## config.mk

```make
export PLATFORM = sky130hd
export DESIGN_NAME = eccp_mode_ctrl
export DESIGN_NICKNAME = d
export VERILOG_FILES = /design/src/core/eccp_pkg.sv /design/src/core/sevt_timer.sv /design/src/core/pwm_pin_map.sv /design/src/core/eccp_mode_ctrl.sv
export SDC_FILE = /design/constraint.sdc
export NUM_CORES = 1
export LEC_CHECK = 0
export ABC_AREA = 1
export BUFFER_PORTS_ARGS = -buffer_cell sky130_fd_sc_hd__buf_2
export CAP_MARGIN = 0
export CORE_ASPECT_RATIO = 0.8
export CORE_MARGIN = 2
export CORE_UTILIZATION = 40
export CTS_CLUSTER_SIZE = 16
export DETAILED_ROUTE_END_ITERATION = 7
export GPL_TIMING_DRIVEN = 0
export SYNTH_ARGS = -nofsm -noshare
export SYNTH_HDL_FRONTEND = slang
export SYNTH_SLANG_ARGS = --single-unit
```

## constraint.sdc

```tcl
create_clock -name aclk -period 2.1 [get_ports aclk]
set_clock_uncertainty 0.15 [all_clocks]
set_input_delay 0.21 -clock aclk [delete_from_list [all_inputs] [get_ports aclk]]
set_output_delay 0.21 -clock aclk [all_outputs]
set_load 0.01 [all_outputs]
```

## src/core/eccp_pkg.sv

```systemverilog
// Shared constants and types for the enhanced capture/compare/PWM mode control
package eccp_pkg;

    // ****
    // Register map (byte addresses)
    // ****
    localparam int ADDR_W = 6;
    localparam logic [5:0] OFS_CTRL = 6'h00;
    localparam logic [5:0] OFS_DUTY = 6'h04;
    localparam logic [5:0] OFS_CMP1 = 6'h08;
    localparam logic [5:0] OFS_CAPT = 6'h0C;
    localparam logic [5:0] OFS_STAT = 6'h10;
    localparam logic [5:0] OFS_CFG = 6'h14;
    localparam logic [5:0] OFS_T3CNT = 6'h18;
    localparam logic [5:0] OFS_CMP2 = 6'h1C;
    localparam logic [5:0] OFS_PER = 6'h20;
    localparam logic [5:0] OFS_STEER = 6'h24;

    // ****
    // Values after reset and bus answers
    // ****
    localparam logic [7:0] CTRL_RST = 8'h00;
    localparam logic [1:0] RESP_OKAY = 2'h0;
    localparam logic [1:0] RESP_SLVERR = 2'h2;

    // ****
    // Mode codes and output configurations
    // ****
    localparam logic [3:0] MODE_OFF = 4'h0;
    localparam logic [3:0] MODE_CMP_TGL = 4'h2;
    localparam logic [3:0] MODE_CAP_FALL = 4'h4;
    localparam logic [3:0] MODE_CAP_RISE = 4'h5;
    localparam logic [3:0] MODE_CAP_4 = 4'h6;
    localparam logic [3:0] MODE_CAP_16 = 4'h7;
    localparam logic [3:0] MODE_CMP_SET = 4'h8;
    localparam logic [3:0] MODE_CMP_CLR = 4'h9;
    localparam logic [3:0] MODE_CMP_SWI = 4'hA;
    localparam logic [3:0] MODE_CMP_SEVT = 4'hB;
    localparam logic [1:0] PWM_GROUP = 2'h3;
    localparam logic [1:0] OCFG_SINGLE = 2'h0;
    localparam logic [1:0] OCFG_FWD = 2'h1;
    localparam logic [1:0] OCFG_HALF = 2'h2;
    localparam logic [1:0] OCFG_REV = 2'h3;
    localparam logic [3:0] CAP_LAST_4 = 4'h3;
    localparam logic [3:0] CAP_LAST_16 = 4'hF;
    localparam logic [1:0] PWM_Q_LAST = 2'h3;

    // ****
    // Types
    // ****
    typedef struct packed {
        logic [1:0] output_config;
        logic [1:0] duty_low_bits;
        logic [3:0] unit_mode_sel;
    } ctrl_t;

    // Bit 0 is output A, bit 3 output D; own high means the unit drives the pin
    typedef struct packed {
        logic [3:0] drive;
        logic [3:0] own;
    } pins_t;

endpackage : eccp_pkg

```

## src/core/sevt_timer.sv

```systemverilog
// Sixteen-bit timer with software load and special-event clear
`timescale 1ns/1ps
module sevt_timer #(
    parameter int WIDTH = 16
) (
    input wire logic aclk,
    input wire logic aresetn,
    input wire logic run,
    input wire logic async_mode,
    input wire logic load,
    input wire logic [WIDTH-1:0] load_value,
    input wire logic sevt_clr,
    output logic [WIDTH-1:0] count,
    output logic wrap
);
    import eccp_pkg::*;

    typedef struct packed {
        logic [WIDTH-1:0] count;
        logic wrap;
    } tmr_st_t;

    tmr_st_t s_r;
    tmr_st_t s_nxt;

    // Load beats clear; no clear in async mode; wrap on overflow only
    always_comb begin
        s_nxt = s_r;
        s_nxt.wrap = 1'b0;
        if (load) begin
            s_nxt.count = load_value;
        end else if (sevt_clr && !async_mode) begin
            s_nxt.count = '0;
        end else if (run) begin
            s_nxt.count = s_r.count + 1'b1;
            s_nxt.wrap = &s_r.count;
        end
    end

    // State register
    always_ff @(posedge aclk) begin
        if (!aresetn) begin
            s_r <= '0;
        end else begin
            s_r <= s_nxt;
        end
    end

    assign count = s_r.count;
    assign wrap = s_r.wrap;

endmodule : sevt_timer

```

## src/core/pwm_pin_map.sv

```systemverilog
// Output configuration and polarity mapping onto the four drive pins
`timescale 1ns/1ps
module pwm_pin_map (
    input wire logic aclk,
    input wire logic aresetn,
    input wire logic pwm_mode,
    input wire logic [1:0] ocfg,
    input wire logic [1:0] pol,
    input wire logic pwm,
    input wire logic [3:0] steer,
    input wire logic cmp_drive,
    input wire logic cmp_own,
    output eccp_pkg::pins_t pins
);
    import eccp_pkg::*;

    typedef struct packed {
        pins_t pins;
    } map_st_t;

    map_st_t s_r;
    map_st_t s_nxt;
    logic [3:0] act;
    logic [3:0] inv;

    // Pick active levels per configuration, then apply pair polarity
    always_comb begin
        s_nxt = s_r;
        act = 4'h0;
        inv = {pol[0], pol[1], pol[0], pol[1]};
        if (pwm_mode) begin
            unique case (ocfg)
                OCFG_SINGLE: begin
                    act = {4{pwm}};
                    s_nxt.pins.own = steer;
                end
                OCFG_FWD: begin
                    act = {pwm, 1'b0, 1'b0, 1'b1};
                    s_nxt.pins.own = 4'hF;
                end
                OCFG_HALF: begin
                    act = {2'b00, ~pwm, pwm};
                    s_nxt.pins.own = 4'h3;
                end
                OCFG_REV: begin
                    act = {1'b0, 1'b1, pwm, 1'b0};
                    s_nxt.pins.own = 4'hF;
                end
            endcase
            s_nxt.pins.drive = act ^ inv;
        end else begin
            s_nxt.pins.drive = {3'b000, cmp_drive};
            s_nxt.pins.own = {3'b000, cmp_own};
        end
    end

    // State register
    always_ff @(posedge aclk) begin
        if (!aresetn) begin
            s_r <= '0;
        end else begin
            s_r <= s_nxt;
        end
    end

    assign pins = s_r.pins;

endmodule : pwm_pin_map

```

## src/core/eccp_mode_ctrl.sv

```systemverilog
// Enhanced capture/compare/PWM mode control with AXI4-Lite registers
//
// Behaviour
// - Unit on Timer3 in special-event compare mode resets Timer3 on match.
// - A special event also starts a conversion when the converter is enabled.
// - No special-event reset while Timer3 counts asynchronously.
// - A same-cycle timer write beats the special-event reset.
// - Special-event resets never set the Timer3 overflow flag.
// - Second unit's compare pair sets the Timer3 period.
// - Outside PWM: config ignored, A is compare pin, B-D port pins.
// - Config 00 single output, steered; 01 forward bridge, D modulated.
// - Config 10 half bridge: A and B modulated, C and D port pins.
// - Config 11 reverse bridge: B modulated, C active, A and D inactive.
// - Control bits 5:4 are the duty low bits.
// - Mode 0000 turns the unit off and resets it; 0001 and 0011 reserved.
// - Mode 0010 toggles the compare pin on each match.
// - Capture on falling, rising, every 4th or every 16th rising edge.
// - Modes 1000/1001 start pin low/high, drive high/low on match, set flag.
// - Mode 1010 only sets the flag on match; pin left to the port.
// - Mode 1011 resets the selected timer on match and sets the flag.
// - PWM modes 11xx; bit 1 inverts A and C, bit 0 inverts B and D.
// - All eight control bits read and write, and reset to zero.
// - Timer select: 1x Timer3 both, 01 Timer3 second unit, 00 Timer1.
`timescale 1ns/1ps
module eccp_mode_ctrl (
    input wire logic aclk,
    input wire logic aresetn,
    input wire logic [eccp_pkg::ADDR_W-1:0] awaddr,
    input wire logic awvalid,
    output logic awready,
    input wire logic [31:0] wdata,
    input wire logic [3:0] wstrb,
    input wire logic wvalid,
    output logic wready,
    output logic [1:0] bresp,
    output logic bvalid,
    input wire logic bready,
    input wire logic [eccp_pkg::ADDR_W-1:0] araddr,
    input wire logic arvalid,
    output logic arready,
    output logic [31:0] rdata,
    output logic [1:0] rresp,
    output logic rvalid,
    input wire logic rready,
    input wire logic cap_pin,
    input wire logic adc_enabled,
    input wire logic [15:0] timer1_count,
    output logic timer1_clear,
    output logic adc_start,
    output eccp_pkg::pins_t pins
);
    import eccp_pkg::*;

    // ****
    // State
    // ****
    typedef struct packed {
        logic awready;
        logic wready;
        logic bvalid;
        logic [1:0] bresp;
        logic arready;
        logic rvalid;
        logic [1:0] rresp;
        logic [31:0] rdata;
        ctrl_t ctrl;
        logic [7:0] duty_high;
        logic [15:0] cmp1;
        logic [15:0] capt;
        logic match_flag;
        logic ovf_flag;
        logic [1:0] tsel;
        logic [3:0] mode2;
        logic t3_on;
        logic t3_async;
        logic [15:0] cmp2;
        logic [7:0] period;
        logic [3:0] steer;
        logic cap_prev;
        logic [3:0] cap_cnt;
        logic eq1_prev;
        logic eq2_prev;
        logic cmp_pin;
        logic [7:0] pwm_cnt;
        logic [1:0] pwm_q;
        logic [9:0] duty_act;
        logic [1:0] ocfg_act;
        logic pwm_run;
        logic pwm;
        logic timer1_clear;
        logic adc_start;
    } st_t;

    st_t s_r;
    st_t s_nxt;

    logic wr_go;
    logic ar_go;
    logic wr_hit;
    logic rd_hit;
    logic [31:0] rd_word;
    logic [3:0] mode;
    logic pwm_mode;
    logic [15:0] t3_count;
    logic t3_wrap;
    logic t3_load;
    logic [15:0] t3_load_val;
    logic sevt3;
    logic [15:0] sel1;
    logic eq1;
    logic eq2;
    logic match1;
    logic match2;
    logic rise;
    logic fall;
    logic cap_evt;
    logic cmp_mode;
    logic cmp_own;
    logic sevt1;
    logic sevt2;
    logic pwm_end;
    logic flag_set;

    // Merge byte lanes 0 and 1 into a 16-bit field
    function automatic logic [15:0] merge16(input logic [15:0] old, input logic [31:0] wd,
                                            input logic [3:0] strb);
        logic [15:0] res;
        res = old;
        if (strb[0]) begin
            res[7:0] = wd[7:0];
        end
        if (strb[1]) begin
            res[15:8] = wd[15:8];
        end
        return res;
    endfunction : merge16

    // ****
    // Decode and event terms
    // ****

    // Bus handshakes and address decode
    assign wr_go = s_r.awready && awvalid && s_r.wready && wvalid;
    assign ar_go = s_r.arready && arvalid;
    assign mode = s_r.ctrl.unit_mode_sel;
    assign pwm_mode = mode[3:2] == PWM_GROUP;
    assign t3_load = wr_go && awaddr == OFS_T3CNT && (wstrb[0] || wstrb[1]);
    assign t3_load_val = merge16(t3_count, wdata, wstrb);

    // Time base for this unit: Timer3 only when select is 1x
    assign sel1 = s_r.tsel[1] ? t3_count : timer1_count;

    // One match per arrival at the compare value
    assign eq1 = sel1 == s_r.cmp1;
    assign eq2 = t3_count == s_r.cmp2;
    assign match1 = eq1 && !s_r.eq1_prev;
    assign match2 = eq2 && !s_r.eq2_prev;

    // Capture edges and prescale
    assign rise = cap_pin && !s_r.cap_prev;
    assign fall = !cap_pin && s_r.cap_prev;
    always_comb begin
        cap_evt = 1'b0;
        unique case (mode)
            MODE_CAP_FALL: cap_evt = fall;
            MODE_CAP_RISE: cap_evt = rise;
            MODE_CAP_4: cap_evt = rise && s_r.cap_cnt[1:0] == CAP_LAST_4[1:0];
            MODE_CAP_16: cap_evt = rise && s_r.cap_cnt == CAP_LAST_16;
            default: cap_evt = 1'b0;
        endcase
    end

    // Compare group and who owns output A
    assign cmp_mode = mode == MODE_CMP_TGL || mode[3:2] == 2'b10;
    assign cmp_own = mode == MODE_CMP_TGL || mode == MODE_CMP_SET || mode == MODE_CMP_CLR;

    // Special events of both units
    assign sevt1 = mode == MODE_CMP_SEVT && match1;
    assign sevt2 = s_r.mode2 == MODE_CMP_SEVT && s_r.tsel != 2'b00 && match2;
    assign sevt3 = (sevt1 && s_r.tsel[1]) || sevt2;
    assign flag_set = cap_evt || (cmp_mode && match1);

    // PWM period end: eight-bit count reaches period and last quarter
    assign pwm_end = s_r.pwm_cnt == s_r.period && s_r.pwm_q == PWM_Q_LAST;

    // Write hit: aligned word inside the map
    assign wr_hit = awaddr[1:0] == 2'b00 && awaddr <= OFS_STEER;

    // Reads decode the same map
    assign rd_hit = araddr[1:0] == 2'b00 && araddr <= OFS_STEER;

    // Read data mux
    always_comb begin
        rd_word = '0;
        unique case (araddr)
            OFS_CTRL: rd_word = 32'(s_r.ctrl);
            OFS_DUTY: rd_word = 32'(s_r.duty_high);
            OFS_CMP1: rd_word = 32'(s_r.cmp1);
            OFS_CAPT: rd_word = 32'(s_r.capt);
            OFS_STAT: rd_word = 32'({s_r.pwm_run, s_r.cmp_pin, s_r.ovf_flag, s_r.match_flag});
            OFS_CFG: rd_word = 32'({s_r.t3_async, s_r.t3_on, s_r.mode2, s_r.tsel});
            OFS_T3CNT: rd_word = 32'(t3_count);
            OFS_CMP2: rd_word = 32'(s_r.cmp2);
            OFS_PER: rd_word = 32'(s_r.period);
            OFS_STEER: rd_word = 32'(s_r.steer);
            default: rd_word = '0;
        endcase
    end

    // ****
    // Next state
    // ****
    always_comb begin
        s_nxt = s_r;

        // Write channel: take address and data together, then answer
        if (!s_r.awready && !s_r.bvalid && awvalid && wvalid) begin
            s_nxt.awready = 1'b1;
            s_nxt.wready = 1'b1;
        end else if (wr_go) begin
            s_nxt.awready = 1'b0;
            s_nxt.wready = 1'b0;
            s_nxt.bvalid = 1'b1;
            s_nxt.bresp = wr_hit ? RESP_OKAY : RESP_SLVERR;
        end else if (s_r.bvalid && bready) begin
            s_nxt.bvalid = 1'b0;
        end

        // Read channel
        if (!s_r.arready && !s_r.rvalid && arvalid) begin
            s_nxt.arready = 1'b1;
        end else if (ar_go) begin
            s_nxt.arready = 1'b0;
            s_nxt.rvalid = 1'b1;
            s_nxt.rdata = rd_word;
            s_nxt.rresp = rd_hit ? RESP_OKAY : RESP_SLVERR;
        end else if (s_r.rvalid && rready) begin
            s_nxt.rvalid = 1'b0;
        end

        // Edge and match history
        s_nxt.cap_prev = cap_pin;
        s_nxt.eq1_prev = eq1;
        s_nxt.eq2_prev = eq2;
        s_nxt.timer1_clear = sevt1 && !s_r.tsel[1];
        s_nxt.adc_start = (sevt1 || sevt2) && adc_enabled;

        // Capture prescale counter and captured value
        if (rise) begin
            s_nxt.cap_cnt = s_r.cap_cnt + 4'h1;
        end
        if (cap_evt) begin
            s_nxt.capt = sel1;
        end

        // Compare pin actions
        if (match1) begin
            unique case (mode)
                MODE_CMP_TGL: s_nxt.cmp_pin = !s_r.cmp_pin;
                MODE_CMP_SET: s_nxt.cmp_pin = 1'b1;
                MODE_CMP_CLR: s_nxt.cmp_pin = 1'b0;
                default: s_nxt.cmp_pin = s_r.cmp_pin;
            endcase
        end

        // Flags: hardware set wins over a clear in the same cycle
        if (wr_go && awaddr == OFS_STAT && wstrb[0]) begin
            s_nxt.match_flag = s_r.match_flag && !wdata[0];
            s_nxt.ovf_flag = s_r.ovf_flag && !wdata[1];
        end
        if (flag_set) begin
            s_nxt.match_flag = 1'b1;
        end
        if (t3_wrap) begin
            s_nxt.ovf_flag = 1'b1;
        end

        // PWM time base; output starts only at a fresh period
        if (pwm_mode) begin
            if (pwm_end) begin
                s_nxt.pwm_cnt = 8'h00;
                s_nxt.pwm_q = 2'h0;
                s_nxt.duty_act = {s_r.duty_high, s_r.ctrl.duty_low_bits};
                s_nxt.ocfg_act = s_r.ctrl.output_config;
                s_nxt.pwm_run = 1'b1;
            end else begin
                {s_nxt.pwm_cnt, s_nxt.pwm_q} = {s_r.pwm_cnt, s_r.pwm_q} + 10'h001;
            end
            s_nxt.pwm = s_r.pwm_run && {s_r.pwm_cnt, s_r.pwm_q} < s_r.duty_act;
        end else begin
            s_nxt.pwm_cnt = 8'h00;
            s_nxt.pwm_q = 2'h0;
            s_nxt.pwm_run = 1'b0;
            s_nxt.pwm = 1'b0;
        end

        // Register writes
        if (wr_go && wstrb[0]) begin
            unique case (awaddr)
                OFS_CTRL: begin
                    s_nxt.ctrl = wdata[7:0];
                    if (wdata[3:0] == MODE_CMP_SET) begin
                        s_nxt.cmp_pin = 1'b0;
                    end else if (wdata[3:0] == MODE_CMP_CLR) begin
                        s_nxt.cmp_pin = 1'b1;
                    end
                end
                OFS_DUTY: s_nxt.duty_high = wdata[7:0];
                OFS_CFG: begin
                    s_nxt.tsel = wdata[1:0];
                    s_nxt.mode2 = wdata[5:2];
                    s_nxt.t3_on = wdata[6];
                    s_nxt.t3_async = wdata[7];
                end
                OFS_PER: s_nxt.period = wdata[7:0];
                OFS_STEER: s_nxt.steer = wdata[3:0];
                default: ;
            endcase
        end
        if (wr_go && awaddr == OFS_CMP1) begin
            s_nxt.cmp1 = merge16(s_r.cmp1, wdata, wstrb);
        end
        if (wr_go && awaddr == OFS_CMP2) begin
            s_nxt.cmp2 = merge16(s_r.cmp2, wdata, wstrb);
        end

        // Off mode holds the unit in reset
        if (s_nxt.ctrl.unit_mode_sel == MODE_OFF) begin
            s_nxt.cap_cnt = 4'h0;
            s_nxt.cmp_pin = 1'b0;
            s_nxt.pwm_run = 1'b0;
            s_nxt.pwm = 1'b0;
        end
    end

    // State register
    always_ff @(posedge aclk) begin
        if (!aresetn) begin
            s_r <= '0;
            s_r.ctrl <= CTRL_RST;
        end else begin
            s_r <= s_nxt;
        end
    end

    // ****
    // Timer3 and pin mapping
    // ****
    sevt_timer #(
        .WIDTH(16)
    ) u_timer3 (
        .aclk(aclk),
        .aresetn(aresetn),
        .run(s_r.t3_on),
        .async_mode(s_r.t3_async),
        .load(t3_load),
        .load_value(t3_load_val),
        .sevt_clr(sevt3),
        .count(t3_count),
        .wrap(t3_wrap)
    );

    pwm_pin_map u_pin_map (
        .aclk(aclk),
        .aresetn(aresetn),
        .pwm_mode(pwm_mode),
        .ocfg(s_r.ocfg_act),
        .pol(mode[1:0]),
        .pwm(s_r.pwm),
        .steer(s_r.steer),
        .cmp_drive(s_r.cmp_pin),
        .cmp_own(cmp_own),
        .pins(pins)
    );

    // Outputs straight from flip-flops
    assign awready = s_r.awready;
    assign wready = s_r.wready;
    assign bvalid = s_r.bvalid;
    assign bresp = s_r.bresp;
    assign arready = s_r.arready;
    assign rvalid = s_r.rvalid;
    assign rresp = s_r.rresp;
    assign rdata = s_r.rdata;
    assign timer1_clear = s_r.timer1_clear;
    assign adc_start = s_r.adc_start;

endmodule : eccp_mode_ctrl

```

# Word-level counts from Yosys, hierarchy flattened
# Index checks and enable logic that the tools add are counted.
[word_totals] ff_bits=186 input_bits=73
[op_classes] add_sub_neg=3 n_lt_le_gt_ge=3 n_eq_ne=41 n_mux=34 bitwise=7 reduce_logical=95
[op_table] operator="one-hot mux 16 bit (10 select lines)" count=1
[op_table] operator="equality test 6 x 5 -> 1 bit (second input constant)" count=8
[op_table] operator="2-to-1 mux 16 bit" count=3
[op_table] operator="logical AND 1 bit" count=38
[op_table] operator="AND reduction 2 bit" count=17
[op_table] operator="equality test 16 bit" count=2
[op_table] operator="equality test 4 bit (second input constant)" count=7
[op_table] operator="equality test 6 bit (second input constant)" count=4
[op_table] operator="2-to-1 mux 8 bit" count=3
[op_table] operator="equality test 6 x 4 -> 1 bit (second input constant)" count=3
[op_table] operator="2-to-1 mux 17 bit" count=1
[op_table] operator="adder 16 x 1 -> 16 bit (second input constant)" count=1
[op_table] operator="equality test 4 x 3 -> 1 bit (second input constant)" count=4
[op_table] operator="one-hot mux 4 bit (4 select lines)" count=1
[op_table] operator="AND reduction 16 bit" count=1
[op_table] operator="nonzero test 2 bit" count=7
[op_table] operator="zero test 1 bit" count=13
[op_table] operator="2-to-1 mux 1 bit" count=13
[op_table] operator="equality test 2 bit (second input constant)" count=6
[op_table] operator="equality test 6 x 3 -> 1 bit (second input constant)" count=2
[op_table] operator="less-or-equal comparator 6 bit (second input constant)" count=2
[op_table] operator="zero test 6 bit" count=2
[op_table] operator="2-to-1 mux 12 bit" count=1
[op_table] operator="one-hot mux 4 bit (3 select lines)" count=1
[op_table] operator="other kinds (21)" count=42

# Depth between registers and ports, before layout
[depth] word_depth=9 depth_mapped=18 ltp_nobuf=16

# Hierarchy
# A second synthesis with hierarchy kept.
[unflattened] hier_cells=1315 area_unflattened_um2=9024.9
[modules_own_cells] mod="eccp_mode_ctrl" instances=1 cells_per_inst=1089 area_each_um2=7502.2 seq_area_each_um2=2842.7
[modules_own_cells] mod="sevt_timer" instances=1 cells_per_inst=178 area_each_um2=1181.1 seq_area_each_um2=340.3
[modules_own_cells] mod="pwm_pin_map" instances=1 cells_per_inst=48 area_each_um2=341.6 seq_area_each_um2=160.2

# Least setup slack after synthesis
# OpenSTA, ideal clock, no wires.
[synth_path] path_kind="register -> register" startpoint="register u_timer3.s_r, in the netlist u_timer3.count[8]" endpoint="register u_timer3.s_r, in the netlist u_timer3.count[10]" setup_ps=113 arrival_time_ps=1752 path_slack_ps=85 stages_incl_launch_ff=13 synth_period_minus_slack_ps=2015 path_cell_list="dfxtp_1 -> clkbuf_1 -> xnor2_1 -> nand4_1 -> nor2_1 -> nand3_1 -> a21oi_1 -> nand2_4 -> nand3_4 -> nand2_2 -> buf_6 -> nor2_1 -> nor2_1"
[synth_via] elab_chain_cells=9 elab_cells_between_ends=16 classes_between="1 x add/sub; 2 x eq/ne; 4 x mux; 9 x reduce/logical"
[synth_lines] element="start, declared" line="sevt_timer.sv:23" rtl="tmr_st_t s_r;"
[synth_lines] element="start signal, assigned" line="sevt_timer.sv:45" rtl="s_r <= s_nxt;"
[synth_lines] element="branches (longest 9 deep; another with adder 16 x 1 -> 16 bit)"
# Parallel ways; which one is timed is not known. The select of a mux whose other input is x is not followed.
# A chain may end at the register's enable or synchronous reset.

# Worst setup path in the final report
[layout_path] startpoint="register s_r[69] (netlist name)" endpoint="register u_timer3.s_r, in the netlist u_timer3.count[13]"
[layout_via] elab_chain_cells=9 elab_cells_between_ends=14 classes_between="1 x eq/ne; 3 x mux; 10 x reduce/logical"
[layout_lines] element="start, declared" line="eccp_mode_ctrl.sv:94" rtl="st_t s_r;"
[layout_lines] element="start signal, assigned" line="eccp_mode_ctrl.sv:342" rtl="s_r <= s_nxt;"
[layout_lines] element="2-to-1 mux 16 bit" line="eccp_mode_ctrl.sv:151" rtl="assign sel1 = s_r.tsel[1] ? t3_count : timer1_count;"
[layout_lines] element="equality test 16 bit" line="eccp_mode_ctrl.sv:154" rtl="assign eq1 = sel1 == s_r.cmp1;"
[layout_lines] element="logical AND 1 bit" line="eccp_mode_ctrl.sv:156" rtl="assign match1 = eq1 && !s_r.eq1_prev;"
[layout_lines] element="logical AND 1 bit" line="eccp_mode_ctrl.sv:178" rtl="assign sevt1 = mode == MODE_CMP_SEVT && match1;"
[layout_lines] element="logical AND 1 bit" line="eccp_mode_ctrl.sv:180" rtl="assign sevt3 = (sevt1 && s_r.tsel[1]) || sevt2;"
[layout_lines] element="logical OR 1 bit (*)" line="eccp_mode_ctrl.sv:180"
[layout_lines] element="logical AND 1 bit (*)" line="sevt_timer.sv:32" rtl="end else if (sevt_clr && !async_mode) begin"
[layout_lines] element="nonzero test 3 bit (no source line) / 2-to-1 mux 16 bit (equally long branches)"
[layout_lines] element="AND reduction 2 bit (no source line) / 2-to-1 mux 16 bit (equally long branches)"
# Mark *: on every way between the ends. The rest lies on a longest branch, timed or not.

==> flow_summary_export.csv <==
group,metric,value,unit
run_status,status,"complete, but fails checks",
run_status,violations,"negative setup slack",
setup_path,cp_max_fo,6,
finish,multi_input_area,4570,um^2
placed_design,gp_congestion,0.940,
timing,timing.hold.ws,0.00129,ns
setup_path,cp-startpoint,"s_r[69]",
floorplanning,core_area,21400,um^2
setup_path,cp-start-kind,"flop",
pwr,p_sw,0.00168,W
yosys,synthXorXnorAreaFrac,2.73,%
yosys,ys_async_sr_fraction,0,%
placed_design,io_buffers,87,
yosys,synth_flop_cell,"dfxtp_1",
floorplanning,row_count,48,
route,drt_iter0_markers,1083,
clock_network,clock-root-buffer,"clkbuf_16",
yosys,synth_top_area_cell,"dfxtp_1",
route,drc_errors,0,
pwr,pwr-share-comb,6.3,%
pwr,p_per_area,630,nW/um^2
setup_path,crit_end,"u_timer3.count[13]",
setup_path,reg2reg_from,"s_r[69]",
yosys,synth_edf_count,0,
finish,drive_gt1_share,19.2,%
finish,insertedDiodeCount,0,
timing,min_period,2.45,ns
clock_network,clkLatencyLatePin,0.44,ns
setup_path,crit_chain,"inv_6 -> clkbuf_16 -> nand2_1 -> nand2_1 -> nand2_1 -> nand2_1 -> nor2_1 -> nand2_1 -> nor2_2 -> nand4_1 -> nand2_2 -> nand2_4 -> nand3_4 -> nand2_4 -> buf_6 -> nor2_2 -> nor2_1",
clock_network,cts_buffers,17,
global_route,grt_pass1_wl,45.5,mm
timing,drv_slew,0,
placed_design,dpl_cell_area,9510,um^2
floorplanning,die_area,22900,um^2
yosys,synth_top_area_share,38.6,%
clock_network,htreeDepth,4,
yosys,ys_seq_area_share,38.6,%
finish,area_delta_synth_final,25.3,%
flow_run,drv_cap,0,
route,first_pass_iters,5,
setup_path,r2r_slack,-0.35,ns
pwr,p_seq_share,46.5,%
yosys,synthAdderAreaFrac,1.73,%
pwr,peakVddDrop,0.000568,V
setup_path,cp.arrival,2.64,ns
yosys,synth_top_family_by_area,"simple AND/OR/NAND/NOR gates",
yosys,synth-compound-area-share,20.8,%
setup_path,cp.required,2.29,ns
setup_path,worst_setup_path_end_kind,"flop",
floorplanning,start_util,40.4,%
route,routed_via_density,5.28,
yosys,synthesis.instances,1263,
clock_network,clk_pin_slew,0.07,ns
setup_path,crit_type,"flop to flop",
global_route,grt_pass1_vias,8193,
floorplanning,ios,124,
yosys,synthSimpleGateAreaFrac,23.7,%
yosys,yosys_warnings,0,
finish,n_fill_cell,2161,
timing,fin_crit_sh,117,%
pwr,pwr-share-clk,47.2,%
floorplanning,die_h,136,um
setup_path,crit_slowest_cell,"dfxtp_4",
yosys,synthTopCellsByArea,"dfxtp_1 39%, nand2_1 9.6%, o21ai_0 8.6%",
timing,tightest_slew,0.853,ns
timing,rsz0062_at_grt,"yes",
route,routed_wl,30.2,mm
yosys,synth-seq-cells,167,
finish,final_cell_area,10900,um^2
route,vias,9039,
pwr,p_leak,4.59,nW
setup_path,crit_path_max_incr_delay,0.39,ns
global_route,grt_usage,26.2,%
setup_path,crit_path_frequent_cell,"nand2_1",
pwr,internal-power,0.00516,W
yosys,synth.avg_cell_area,6.86,um^2
finish,layout_common_cells,"201 x nand2_1, 157 x dfxtp_1, 146 x inv_1",
clock_network,clkSinkCount,167,
yosys,synthMuxAreaShare,0,%
finish,regArea,3360,um^2
setup_path,reg2reg_depth,17,
global_route,grt_antenna_before_repair,0,
setup_path,regToRegEndpoint,"u_timer3.count[13]",
clock_network,cts_tree,"yes",
finish,final_common_cell,"nand2_1",
floorplanning,die_width,169,um
route,ant_nets,0,
timing,setup_ws,-0.350,ns
route,wl_per_cell,17.6,um
yosys,yosys.cell_types.count,41,
timing,setup_viol,18,
timing,hold_viol,0,
timing,timing.fmax,408,MHz
pwr,power,0.00684,W
placed_design,dp.final_hpwl,22.6,mm
clock_network,cts_buffer_depth,2,
pwr,sw_frac_of_total,24.6,%
global_route,grt_remaining_overflow,0,
timing,relSlewSlack,43.1,%
finish,layout.nets,1509,
yosys,netlist_area,8670,um^2
hold_path,hold_path_class,"input port to flop",
global_route,grt_max_degree,17,
worst min-delay path by stage:
stage / start / cells past startpoint / to
after floorplan: cap_pin / 2 / s_r[33]
after global placement: cap_pin / 3 / s_r[33]
after detailed placement: cap_pin / 3 / s_r[33]
after CTS: wdata[3] / 3 / mode[3]
after global routing: wdata[3] / 3 / mode[3]
final: wdata[3] / 3 / mode[3]
sequential cells by signal, indices dropped and copies added (netlist names):
name	cells
s_r	114
rdata	16
u_timer3.count	16
u_pin_map.pins	8
mode	4
adc_start	1
arready	1
awready	1
bresp	1
bvalid	1
rresp	1
rvalid	1
timer1_clear	1
u_timer3.wrap	1
critical path, delay by kind of cell, from the launching register on:
family | cells | cell delay, ns
AND/OR/NAND/NOR | 14 | 1.43
flip-flops | 1 | 0.39
buffers and inverters | 3 | 0.35
cell usage after synthesis, drive strengths merged, types with 3 or more instances:
master,instances
ha,12
inv,149
nor2,137
o221ai,3
clkinv,4
a211oi,11
nor4,3
a31oi,8
nand3,74
dfxtp,167
or2,3
xor2,11
o2111ai,6
buf,48
o22ai,17
o21ai,150
a221oi,6
nand2,228
nand4,12
nor3,23
nor3b,3
a21oi,117
a22oi,3
clkbuf,39
xnor2,16
o211ai,5
repair_timing:
action / 4_1_cts / 5_1_grt
resized for setup: 56 / 79
setup buffers: 8 / 6
hold endpoints to repair: 38 / 0
hold buffers: 27 / 0
setup endpoints to repair: 98 / 91
cloned: 1 / 2
pin swaps: 10 / 17
power groups by stage:
stage,sequential (W),combinational [W],clock [W]
2_1_floorplan,0.00326,0.000197,0
5_1_grt,0.00318,0.000465,0.00341
6_report,0.00318,0.000428,0.00323
4_1_cts,0.00318,0.000409,0.00327
3_3_place_gp,0.00325,0.000363,0
3_5_place_dp,0.00325,0.000363,0
per-layer routing:
metal / global-route usage [%] / vias up / part of all wire (%)
met3: 6.22 / 57 / 9.3
met5: 0 / - / 0
li1: - / 4473 / -
met2: 37.9 / 389 / 40
met1: 38.7 / 4120 / 48
met4: 7.33 / 0 / 2.1
stage by stage:
step	setup TNS [ns]	util, %	cells	setup slack, ns
3_5_place_dp	-27.02	44.4	1642	-0.528
6_report	-5.32	50.6	1711	-0.350
4_1_cts	-3.61	49.3	1705	-0.241
2_1_floorplan	0	-	1280	0.0854
5_1_grt	-7.32	50.6	1711	-0.452
3_3_place_gp	-25.93	44.4	1642	-0.530
cell families (layout without fill, tap and decap cells):
| kind of cell | Yosys count | count (layout) |
|---|---|---|
| other | 1 | 18 |
| buffers and inverters | 240 | 396 |
| XOR/XNOR | 27 | 27 |
| AO/OA/AOI/OAI | 330 | 330 |
| flip-flops | 167 | 167 |
| AND/OR/NAND/NOR | 486 | 486 |
| adder cells (fa/ha/maj) | 12 | 12 |
cell type report:
class                   count  share of cell area, %
clock inverters            12                   1.31
flip-flops and latches    167                   30.9
repair buffers            130                   8.08
multi-input cells         873                   42.0
inverters                 153                   5.33
clock buffers              19                   4.17
plain buffers              82                   4.94
well taps                 275                   3.17
Note: power is estimated with default switching activity, not from simulation.
